## config.mk

```make
export PLATFORM = sky130hd
export DESIGN_NAME = remap_fault_status
export DESIGN_NICKNAME = d
export VERILOG_FILES = /design/src/rtl/rfs_pkg.sv /design/src/rtl/remap_fault_status.sv /design/src/rtl/rfs_sticky_bit.sv
export SDC_FILE = /design/constraint.sdc
export NUM_CORES = 1
export LEC_CHECK = 0
export ABC_AREA = 1
export ABC_CLOCK_PERIOD_IN_PS = 1600
export BUFFER_PORTS_ARGS = -buffer_cell sky130_fd_sc_hd__buf_2
export CAP_MARGIN = 20
export CORE_MARGIN = 3
export CORE_UTILIZATION = 35
export CTS_CLUSTER_DIAMETER = 50
export CTS_CLUSTER_SIZE = 40
export DETAILED_ROUTE_END_ITERATION = 8
export HOLD_SLACK_MARGIN = 0.12
export SKIP_CTS_REPAIR_TIMING = 1
export SYNTH_ARGS = -nofsm -noshare
export SYNTH_HDL_FRONTEND = slang
export SYNTH_SLANG_ARGS = --single-unit
```

## constraint.sdc

```tcl
create_clock -name clk -period 1.6 [get_ports clk]
set_input_delay 0.16 -clock clk [delete_from_list [all_inputs] [get_ports clk]]
set_output_delay 0.16 -clock clk [all_outputs]
set_load 0.01 [all_outputs]
```

## src/rtl/rfs_pkg.sv

```systemverilog
// constants and register layout of the remap fault status block
package rfs_pkg;
   localparam int ADDR_W = 12;
   localparam int DATA_W = 32;
   localparam int NUM_REC = 8;
   localparam int IDX_W = 8;
   localparam logic [ADDR_W-1:0] FAULT_STATUS_OFS = 12'h034;
   localparam logic [ADDR_W-1:0] EVT_STATUS_OFS = 12'h040;
   localparam logic [ADDR_W-1:0] EVT_MASK_OFS = 12'h044;
   localparam int IDX_LSB = 8;
   localparam int INV_TO_BIT = 6;
   localparam int INV_CPL_BIT = 5;
   localparam int INV_Q_BIT = 4;
   localparam int ADV_PEND_BIT = 3;
   localparam int ADV_OVF_BIT = 2;
   localparam int PRI_PEND_BIT = 1;
   localparam int REC_OVF_BIT = 0;
   localparam int NUM_EVT = 7;
   localparam logic [NUM_EVT-1:0] EVT_RESET = 7'h00;
   localparam logic [NUM_EVT-1:0] MASK_RESET = 7'h7F;
endpackage

```

## src/rtl/remap_fault_status.sv

```systemverilog
// fault status register bank of the address-remapping unit
`timescale 1ns/1ps
module remap_fault_status #(
   parameter bit HAS_DEV_CACHE = 1'b1,
   parameter bit HAS_QUEUED_INV = 1'b1,
   parameter bit HAS_ADV_LOG = 1'b1
) (
   input wire logic clk,
   input wire logic rst_n,
   input wire logic [rfs_pkg::ADDR_W-1:0] regAddr,
   input wire logic [rfs_pkg::DATA_W-1:0] regWdata,
   input wire logic regWr,
   input wire logic regRd,
   output logic [rfs_pkg::DATA_W-1:0] regRdata,
   input wire logic [rfs_pkg::NUM_REC-1:0] recFaultValid,
   input wire logic recOverflow,
   input wire logic invTimeout,
   input wire logic invCompletionErr,
   input wire logic invQueueErr,
   input wire logic advLogFirstWrite,
   input wire logic advLogOverflow,
   output logic recordEnable,
   output logic faultEvent,
   output logic irq
);
   import rfs_pkg::*;

   logic wrStatus;
   logic wrEvt;
   logic wrMask;
   logic [IDX_W-1:0] firstIdx;
   logic priPendD;
   logic priPendQ;
   logic priRise;
   logic invToQ;
   logic invCplQ;
   logic invQQ;
   logic advPendQ;
   logic advOvfQ;
   logic recOvfQ;
   logic [IDX_W-1:0] recIdxQ;
   logic [NUM_EVT-1:0] evtSet;
   logic [NUM_EVT-1:0] evtQ;
   logic [NUM_EVT-1:0] maskQ;
   logic [DATA_W-1:0] statusWord;
   logic [DATA_W-1:0] rdD;

   assign wrStatus = regWr && (regAddr == FAULT_STATUS_OFS);
   assign wrEvt = regWr && (regAddr == EVT_STATUS_OFS);
   assign wrMask = regWr && (regAddr == EVT_MASK_OFS);

   // lowest-numbered valid record is taken as the first pending one
   always_comb begin
      firstIdx = '0;
      for (int i = NUM_REC - 1; i >= 0; i--) begin
         if (recFaultValid[i]) begin
            firstIdx = IDX_W'(i);
         end
      end
   end

   assign priPendD = |recFaultValid;
   assign priRise = priPendD && !priPendQ;

   always_ff @(posedge clk) begin
      if (!rst_n) begin
         priPendQ <= 1'b0;
      end else begin
         priPendQ <= priPendD;
      end
   end

   always_ff @(posedge clk) begin
      if (!rst_n) begin
         recIdxQ <= '0;
      end else if (priRise) begin
         recIdxQ <= firstIdx;
      end
   end

   rfs_sticky_bit #(.PRESENT(HAS_DEV_CACHE)) uInvTo (
      .clk(clk),
      .rst_n(rst_n),
      .setIn(invTimeout),
      .clrIn(wrStatus && regWdata[INV_TO_BIT]),
      .flagQ(invToQ)
   );
   rfs_sticky_bit #(.PRESENT(HAS_DEV_CACHE)) uInvCpl (
      .clk(clk),
      .rst_n(rst_n),
      .setIn(invCompletionErr),
      .clrIn(wrStatus && regWdata[INV_CPL_BIT]),
      .flagQ(invCplQ)
   );
   rfs_sticky_bit #(.PRESENT(HAS_QUEUED_INV)) uInvQ (
      .clk(clk),
      .rst_n(rst_n),
      .setIn(invQueueErr),
      .clrIn(wrStatus && regWdata[INV_Q_BIT]),
      .flagQ(invQQ)
   );
   rfs_sticky_bit #(.PRESENT(HAS_ADV_LOG)) uAdvPend (
      .clk(clk),
      .rst_n(rst_n),
      .setIn(advLogFirstWrite),
      .clrIn(wrStatus && regWdata[ADV_PEND_BIT]),
      .flagQ(advPendQ)
   );
   rfs_sticky_bit #(.PRESENT(HAS_ADV_LOG)) uAdvOvf (
      .clk(clk),
      .rst_n(rst_n),
      .setIn(advLogOverflow),
      .clrIn(wrStatus && regWdata[ADV_OVF_BIT]),
      .flagQ(advOvfQ)
   );
   rfs_sticky_bit #(.PRESENT(1'b1)) uRecOvf (
      .clk(clk),
      .rst_n(rst_n),
      .setIn(recOverflow),
      .clrIn(wrStatus && regWdata[REC_OVF_BIT]),
      .flagQ(recOvfQ)
   );

   // recording stops while the overflow flag stands
   always_ff @(posedge clk) begin
      if (!rst_n) begin
         recordEnable <= 1'b1;
      end else begin
         recordEnable <= !(recOvfQ || recOverflow);
      end
   end

   // event sources, only counted when the feature exists
   always_comb begin
      evtSet = '0;
      evtSet[INV_TO_BIT] = invTimeout && HAS_DEV_CACHE;
      evtSet[INV_CPL_BIT] = invCompletionErr && HAS_DEV_CACHE;
      evtSet[INV_Q_BIT] = invQueueErr && HAS_QUEUED_INV;
      // first-record event only while the pending flag was clear
      evtSet[ADV_PEND_BIT] = advLogFirstWrite && !advPendQ && HAS_ADV_LOG;
      evtSet[ADV_OVF_BIT] = advLogOverflow && HAS_ADV_LOG;
      evtSet[PRI_PEND_BIT] = priRise;
      evtSet[REC_OVF_BIT] = recOverflow;
   end

   always_ff @(posedge clk) begin
      if (!rst_n) begin
         faultEvent <= 1'b0;
      end else begin
         faultEvent <= |(evtSet & ~maskQ);
      end
   end

   always_ff @(posedge clk) begin
      if (!rst_n) begin
         evtQ <= EVT_RESET;
      end else begin
         // set wins over a same-cycle clear
         evtQ <= (evtQ & ~({NUM_EVT{wrEvt}} & regWdata[NUM_EVT-1:0]))
            | evtSet;
      end
   end

   always_ff @(posedge clk) begin
      if (!rst_n) begin
         maskQ <= MASK_RESET;
      end else if (wrMask) begin
         maskQ <= regWdata[NUM_EVT-1:0];
      end
   end

   always_ff @(posedge clk) begin
      if (!rst_n) begin
         irq <= 1'b0;
      end else begin
         irq <= |(evtQ & ~maskQ);
      end
   end

   always_comb begin
      statusWord = '0;
      statusWord[IDX_LSB +: IDX_W] = recIdxQ;
      statusWord[INV_TO_BIT] = invToQ;
      statusWord[INV_CPL_BIT] = invCplQ;
      statusWord[INV_Q_BIT] = invQQ;
      statusWord[ADV_PEND_BIT] = advPendQ;
      statusWord[ADV_OVF_BIT] = advOvfQ;
      statusWord[PRI_PEND_BIT] = priPendQ;
      statusWord[REC_OVF_BIT] = recOvfQ;
   end

   always_comb begin
      rdD = '0;
      unique case (regAddr)
         FAULT_STATUS_OFS: rdD = statusWord;
         EVT_STATUS_OFS: rdD[NUM_EVT-1:0] = evtQ;
         EVT_MASK_OFS: rdD[NUM_EVT-1:0] = maskQ;
         default: rdD = '0;
      endcase
   end

   // data stand only in the cycle after the read strobe
   always_ff @(posedge clk) begin
      if (!rst_n) begin
         regRdata <= '0;
      end else if (regRd) begin
         regRdata <= rdD;
      end else begin
         regRdata <= '0;
      end
   end
endmodule

```

## src/rtl/rfs_sticky_bit.sv

```systemverilog
// one sticky flag: hardware set beats write-one clear
`timescale 1ns/1ps
module rfs_sticky_bit #(
   parameter bit PRESENT = 1'b1
) (
   input wire logic clk,
   input wire logic rst_n,
   input wire logic setIn,
   input wire logic clrIn,
   output logic flagQ
);
   always_ff @(posedge clk) begin
      if (!rst_n || !PRESENT) begin
         flagQ <= 1'b0;
      end else if (setIn) begin
         flagQ <= 1'b1;
      end else if (clrIn) begin
         flagQ <= 1'b0;
      end
   end
endmodule
```

# Yosys cells after proc, flatten, opt, wreduce, memory -nomap -nowiden
# Index checks and enable logic that the tools add are counted.
# totals
regBits	64
input_bits	62
word_cells	72
# classes
eq_ne	3
mux	21
bitwise	7
reduce_logical	26
# ops
cell	n
$and 7x7->7	4
$eq 12x7->1 const B	2
$pmux 7 s3	1
$mux 3	6
$mux 8	2
$not 7->7	2
$reduce_or 7->1	2
$eq 12x6->1 const B	1
$mux 1	12
$reduce_bool 2->1	6
$logic_and 1x1->1	11
$reduce_or 8->1	1
$or 7x7->7	1
$logic_not 1->1	3
$reduce_and 3->1	1
$reduce_and 2->1	1
$logic_or 1x1->1	1

# Longest topological paths before layout
# depth
ltp_word	8
depth_mapped	9

# By module
# Synthesis repeated with hierarchy kept, for this count alone.
# unflattened
cells_unflattened	307
area_unflattened_um2	2015.7
# modules_own_cells
mod	n_inst	cells_per_inst	area_per_inst_um2	seq_area_each_um2
remap_fault_status	1	271	1752.9	620.6
rfs_sticky_bit	6	6	43.8	20.0

# Worst setup path before layout
# No wires, ideal clock.
# synth_path
path_type	input port to flip-flop
startpoint	input port regAddr[1] (netlist name)
endpoint	register evtQ[0]
arrival_ps	862
required_ps	1487
slack_ps	625
cell_stages	6
n_path_buf	1
cell_sequence	nor2_1 -> and2_1 -> buf_4 -> nand3_1 -> o21ai_1 -> inv_1
# synth_between
elab_chain_cells	6
# synth_rtl
item	line	source
from (decl)	remap_fault_status.sv:10	input wire logic [rfs_pkg::ADDR_W-1:0] regAddr,
$eq 12x7->1	remap_fault_status.sv:49	assign wrEvt = regWr && (regAddr == EVT_STATUS_OFS);
$logic_and 1x1->1	remap_fault_status.sv:49	
$and 7x7->7	remap_fault_status.sv:159	evtQ <= (evtQ & ~({NUM_EVT{wrEvt}} & regWdata[NUM_EVT-1:0]))
$not 7->7	remap_fault_status.sv:159	
$and 7x7->7	remap_fault_status.sv:159	
$or 7x7->7	remap_fault_status.sv:160	| evtSet;
to (signal assigned)	remap_fault_status.sv:159	
to (decl)	remap_fault_status.sv:43	logic [NUM_EVT-1:0] evtQ;
# Every way passes these cells.
# A chain may end at the register's enable or synchronous reset.

# Final worst setup path
# layout_path
startpoint	input port advLogFirstWrite
endpoint	register faultEvent
# layout_between
elab_chain_cells	3
# layout_rtl
item	line	source
from (decl)	remap_fault_status.sv:20	input wire logic advLogFirstWrite,
$logic_and 1x1->1	remap_fault_status.sv:140	evtSet[ADV_PEND_BIT] = advLogFirstWrite && !advPendQ && HAS_ADV_LOG;
$and 7x7->7	remap_fault_status.sv:150	faultEvent <= |(evtSet & ~maskQ);
$reduce_or 7->1	remap_fault_status.sv:150	
to (signal assigned)	remap_fault_status.sv:150	
to (decl)	remap_fault_status.sv:23	output logic faultEvent,
# Every way passes these cells.

==> impl_metrics.json <==
{
  "fin_nets": 402,
  "grt_first_pass_wirelength_um": 7420,
  "power_switching_uw": 477,
  "route.final.wire_length_um": 4770,
  "critical-path-slowest-cell": "dlygate4sd3_1",
  "place.port_buffers": 49,
  "worstSetupEndpointType": "flip-flop",
  "cts_root_buffer": "clkbuf_8",
  "hold_viol": 0,
  "netlist-cell-type-count": 31,
  "grt_pass1_vias": 1633,
  "area_growth_from_synthesis_to_final_layout_pct": 21.6,
  "drt-pass1-iter-count": 5,
  "netlist.top_cell.by_area": "dfxtp_1",
  "via_per_inst": 4.55,
  "crit_path_max_fanout": 3,
  "cpLargestDelayFamily": "buffers and inverters",
  "worstPathArrival_ns": 1.21,
  "finalWeightedCongestion": 0.851,
  "post_synthesis_compound_gate_area_fraction": 0.0804,
  "die_width_um": 80.8,
  "remaining_drc_errors": 0,
  "place_hpwl_um": 3560,
  "clockBufferDepth": 2,
  "reg2reg_depth": 4,
  "power.share.switching": 0.251,
  "xor_and_xnor_fraction_of_the_mapped_netlist_area": 0,
  "yosysSeqAreaShare": 0.378,
  "crit_path_cell_trace": "dlygate4sd3_1 -> buf_2 -> nand3b_1 -> o221ai_1 -> nor2_1 -> a21oi_1",
  "dieArea_um2": 6540,
  "crit_reg_reg_startpoint": "maskQ[5]",
  "r2r_end": "faultEvent",
  "synth-simple-area-share": 0.352,
  "yosys_register_bits": 37,
  "syn_area_um2": 1960,
  "power.share.sequential": 0.509,
  "number_of_antenna_violations_at_the_first_check_in_global_routing": 0,
  "crit_path_max_incr_delay_ns": 0.53,
  "power.share.combinational": 0.118,
  "insertion_delay_ns": 0.29,
  "worst_hold_path.num_cells": 3,
  "timing.final.crit_period_ns": 1.03,
  "gr-usage-all-layers": 0.151,
  "worst-path-buf-inv": 2,
  "power_density_nw_per_um2": 799,
  "synth_common_cells": "53 x nand2_1, 38 x inv_1, 37 x dfxtp_1",
  "hold_path_class": "in -> reg",
  "adder_cell_area_share_of_the_yosys_netlist": 0,
  "initialDrtViolationCount": 87,
  "rsz0062_at_grt": "no",
  "dp_cells": 396,
  "cts_tree": "yes",
  "internal_power_uw": 1430,
  "min_from": "regWdata[6]",
  "ioPinCount": 97,
  "diodes": 0,
  "tritoncts.num_buffers": 5,
  "globalRouteOverflowTotal": 0,
  "critPathRequiredTime_ns": 1.78,
  "setup_tns_ns": 0,
  "yosys-top-cells-area": "dfxtp_1 38%, nand2_1 10%, buf_4 8.8%",
  "core-area_um2": 5270,
  "post_synth_mux_area_share": 0,
  "sequential_standard_cell_area_um2": 741,
  "start_util": 0.372,
  "detailed_route_wire_length_per_cell_um": 11.6,
  "ys.warnings.count": 0,
  "timing.final.max_slew_violations": 0,
  "timing.max_cap.violations": 0,
  "synthesis.instances": 277,
  "fp-row-count": 26,
  "timing.fmax_mhz": 971,
  "cts.clk_slew.worst_paths_ns": 0.07,
  "setup_viol": 0,
  "final.fill_count": 586,
  "multi_input_comb_area_um2": 930,
  "fin_cells": 411,
  "power_leakage_uw": 0.00129,
  "start_kind": "input port",
  "routed-via-count": 1871,
  "cts.sink_count": 37,
  "min_period_over_period": 0.643,
  "worstSetupPathType": "in -> reg",
  "postSynthAreaPerCell_um2": 7.08,
  "ctsHtreeMaxLevel": 2,
  "worst_clock_skew_ns": 0.00357,
  "dieHeight_um": 80.8,
  "async_flop_share": 0,
  "postRouteAntennaNets": 0,
  "status": "complete, no violations",
  "most_used_dff_post_synth": "dfxtp_1",
  "main_combinational_cell_family_by_area_after_synthesis": "simple AND/OR/NAND/NOR gates",
  "min_to": "maskQ[6]",
  "p_clk_frac": 0.373,
  "r2r_setup_slack_ns": 0.63,
  "synth_edf_count": 0,
  "drive_gt1_frac": 0.238,
  "synth_largest_type_area_fraction": 0.378,
  "vdd.ir_drop.worst_uv": 303,
  "post-synth-top-count-cell": "nand2_1",
  "grt_start_max_net_pins": 15
}
==> per-layer routing <==
layer	vias up	track usage	routed length, um	share of wire
met3	6	0.0432	395	0.083
met2	72	0.244	2220	0.46
met1	822	0.181	2080	0.44
li1	971	-	-	-
met4	0	0.0828	79	0.017
met5	-	0	0	0
==> area by class of cell <==
type | count | area share
Clock buffer | 7 | 0.0404
Clock inverter | 1 | 0.00210
Inverter | 42 | 0.0661
Multi-Input combinational cell | 191 | 0.390
Sequential cell | 37 | 0.311
Tap cell | 70 | 0.0367
Timing Repair Buffer | 63 | 0.154
==> worst register-to-register path: stages, from the launching register on <==
cell and delay (ns):
dfxtp_1 0.34, or2_2 0.31, o221ai_1 0.07, nor2_1 0.07, a21oi_1 0.12
==> placed cells by master (no fill, tap or decap) <==
master	instances
clkinv_2	1
nand3_2	1
dfxtp_1	37
buf_4	7
o21ai_1	4
nand2_4	1
nor2_2	2
nand3_4	1
nand3b_1	1
nor2_4	3
inv_1	38
a21oi_1	18
inv_2	3
nand2_1	53
nand4_1	12
o21ai_0	2
o22ai_1	2
clkinv_1	1
buf_2	49
conb_1	22
nor2_8	1
a211oi_1	1
and2_1	1
o221ai_1	2
nor2_1	24
nor3_1	1
nand3_1	34
nand2_2	4
or2_2	1
clkbuf_8	7
dlygate4sd3_1	7
==> stage by stage <==
step / worst slack, ns / utilization / power [uW] / cell area [um2] / hold WS [ns]
after floorplan: 0.625 / - / 1150 / 2040 / 0.273
after global placement: 0.363 / 0.420 / 1200 / 2210 / 0.387
after detailed placement: 0.350 / 0.420 / 1200 / 2210 / 0.393
after CTS: 0.618 / 0.439 / 1910 / 2310 / 0.0828
after global routing: 0.524 / 0.453 / 2000 / 2380 / 0.124
final: 0.571 / 0.453 / 1900 / 2380 / 0.101
==> sequential cells by signal (all words and copies together) (netlist names), 3 cells and up <==
register / flops
recIdxQ: 3
evtQ: 7
maskQ: 7
regRdata: 10
==> power groups by stage <==
stage                     logic [uW]  registers (uW)  clock network [uW]
after CTS                        211             969                 731
after floorplan                  161             987                   0
final                            225             970                 710
after global placement           209             990                   0
after global routing             253             973                 772
after detailed placement         211             990                   0
==> kinds of logic after synthesis <==
| group | Yosys count |
|---|---|
| compound gates | 29 |
| other cells | 1 |
| flops | 37 |
| buf+inv | 70 |
| simple gates | 140 |
==> how the worst max path moves through the flow <==
stage / start / end / slack (ns) / depth (start not counted)
2_1_floorplan: regAddr[1] / evtQ[0] / 0.62 / 6
3_5_place_dp: regAddr[1] / maskQ[3] / 0.35 / 8
4_1_cts: maskQ[5] / faultEvent / 0.62 / 4
5_1_grt: advLogFirstWrite / faultEvent / 0.52 / 6
6_report: advLogFirstWrite / faultEvent / 0.57 / 6
3_3_place_gp: regAddr[9] / evtQ[0] / 0.36 / 8
Power figures use the tool's default switching activity.
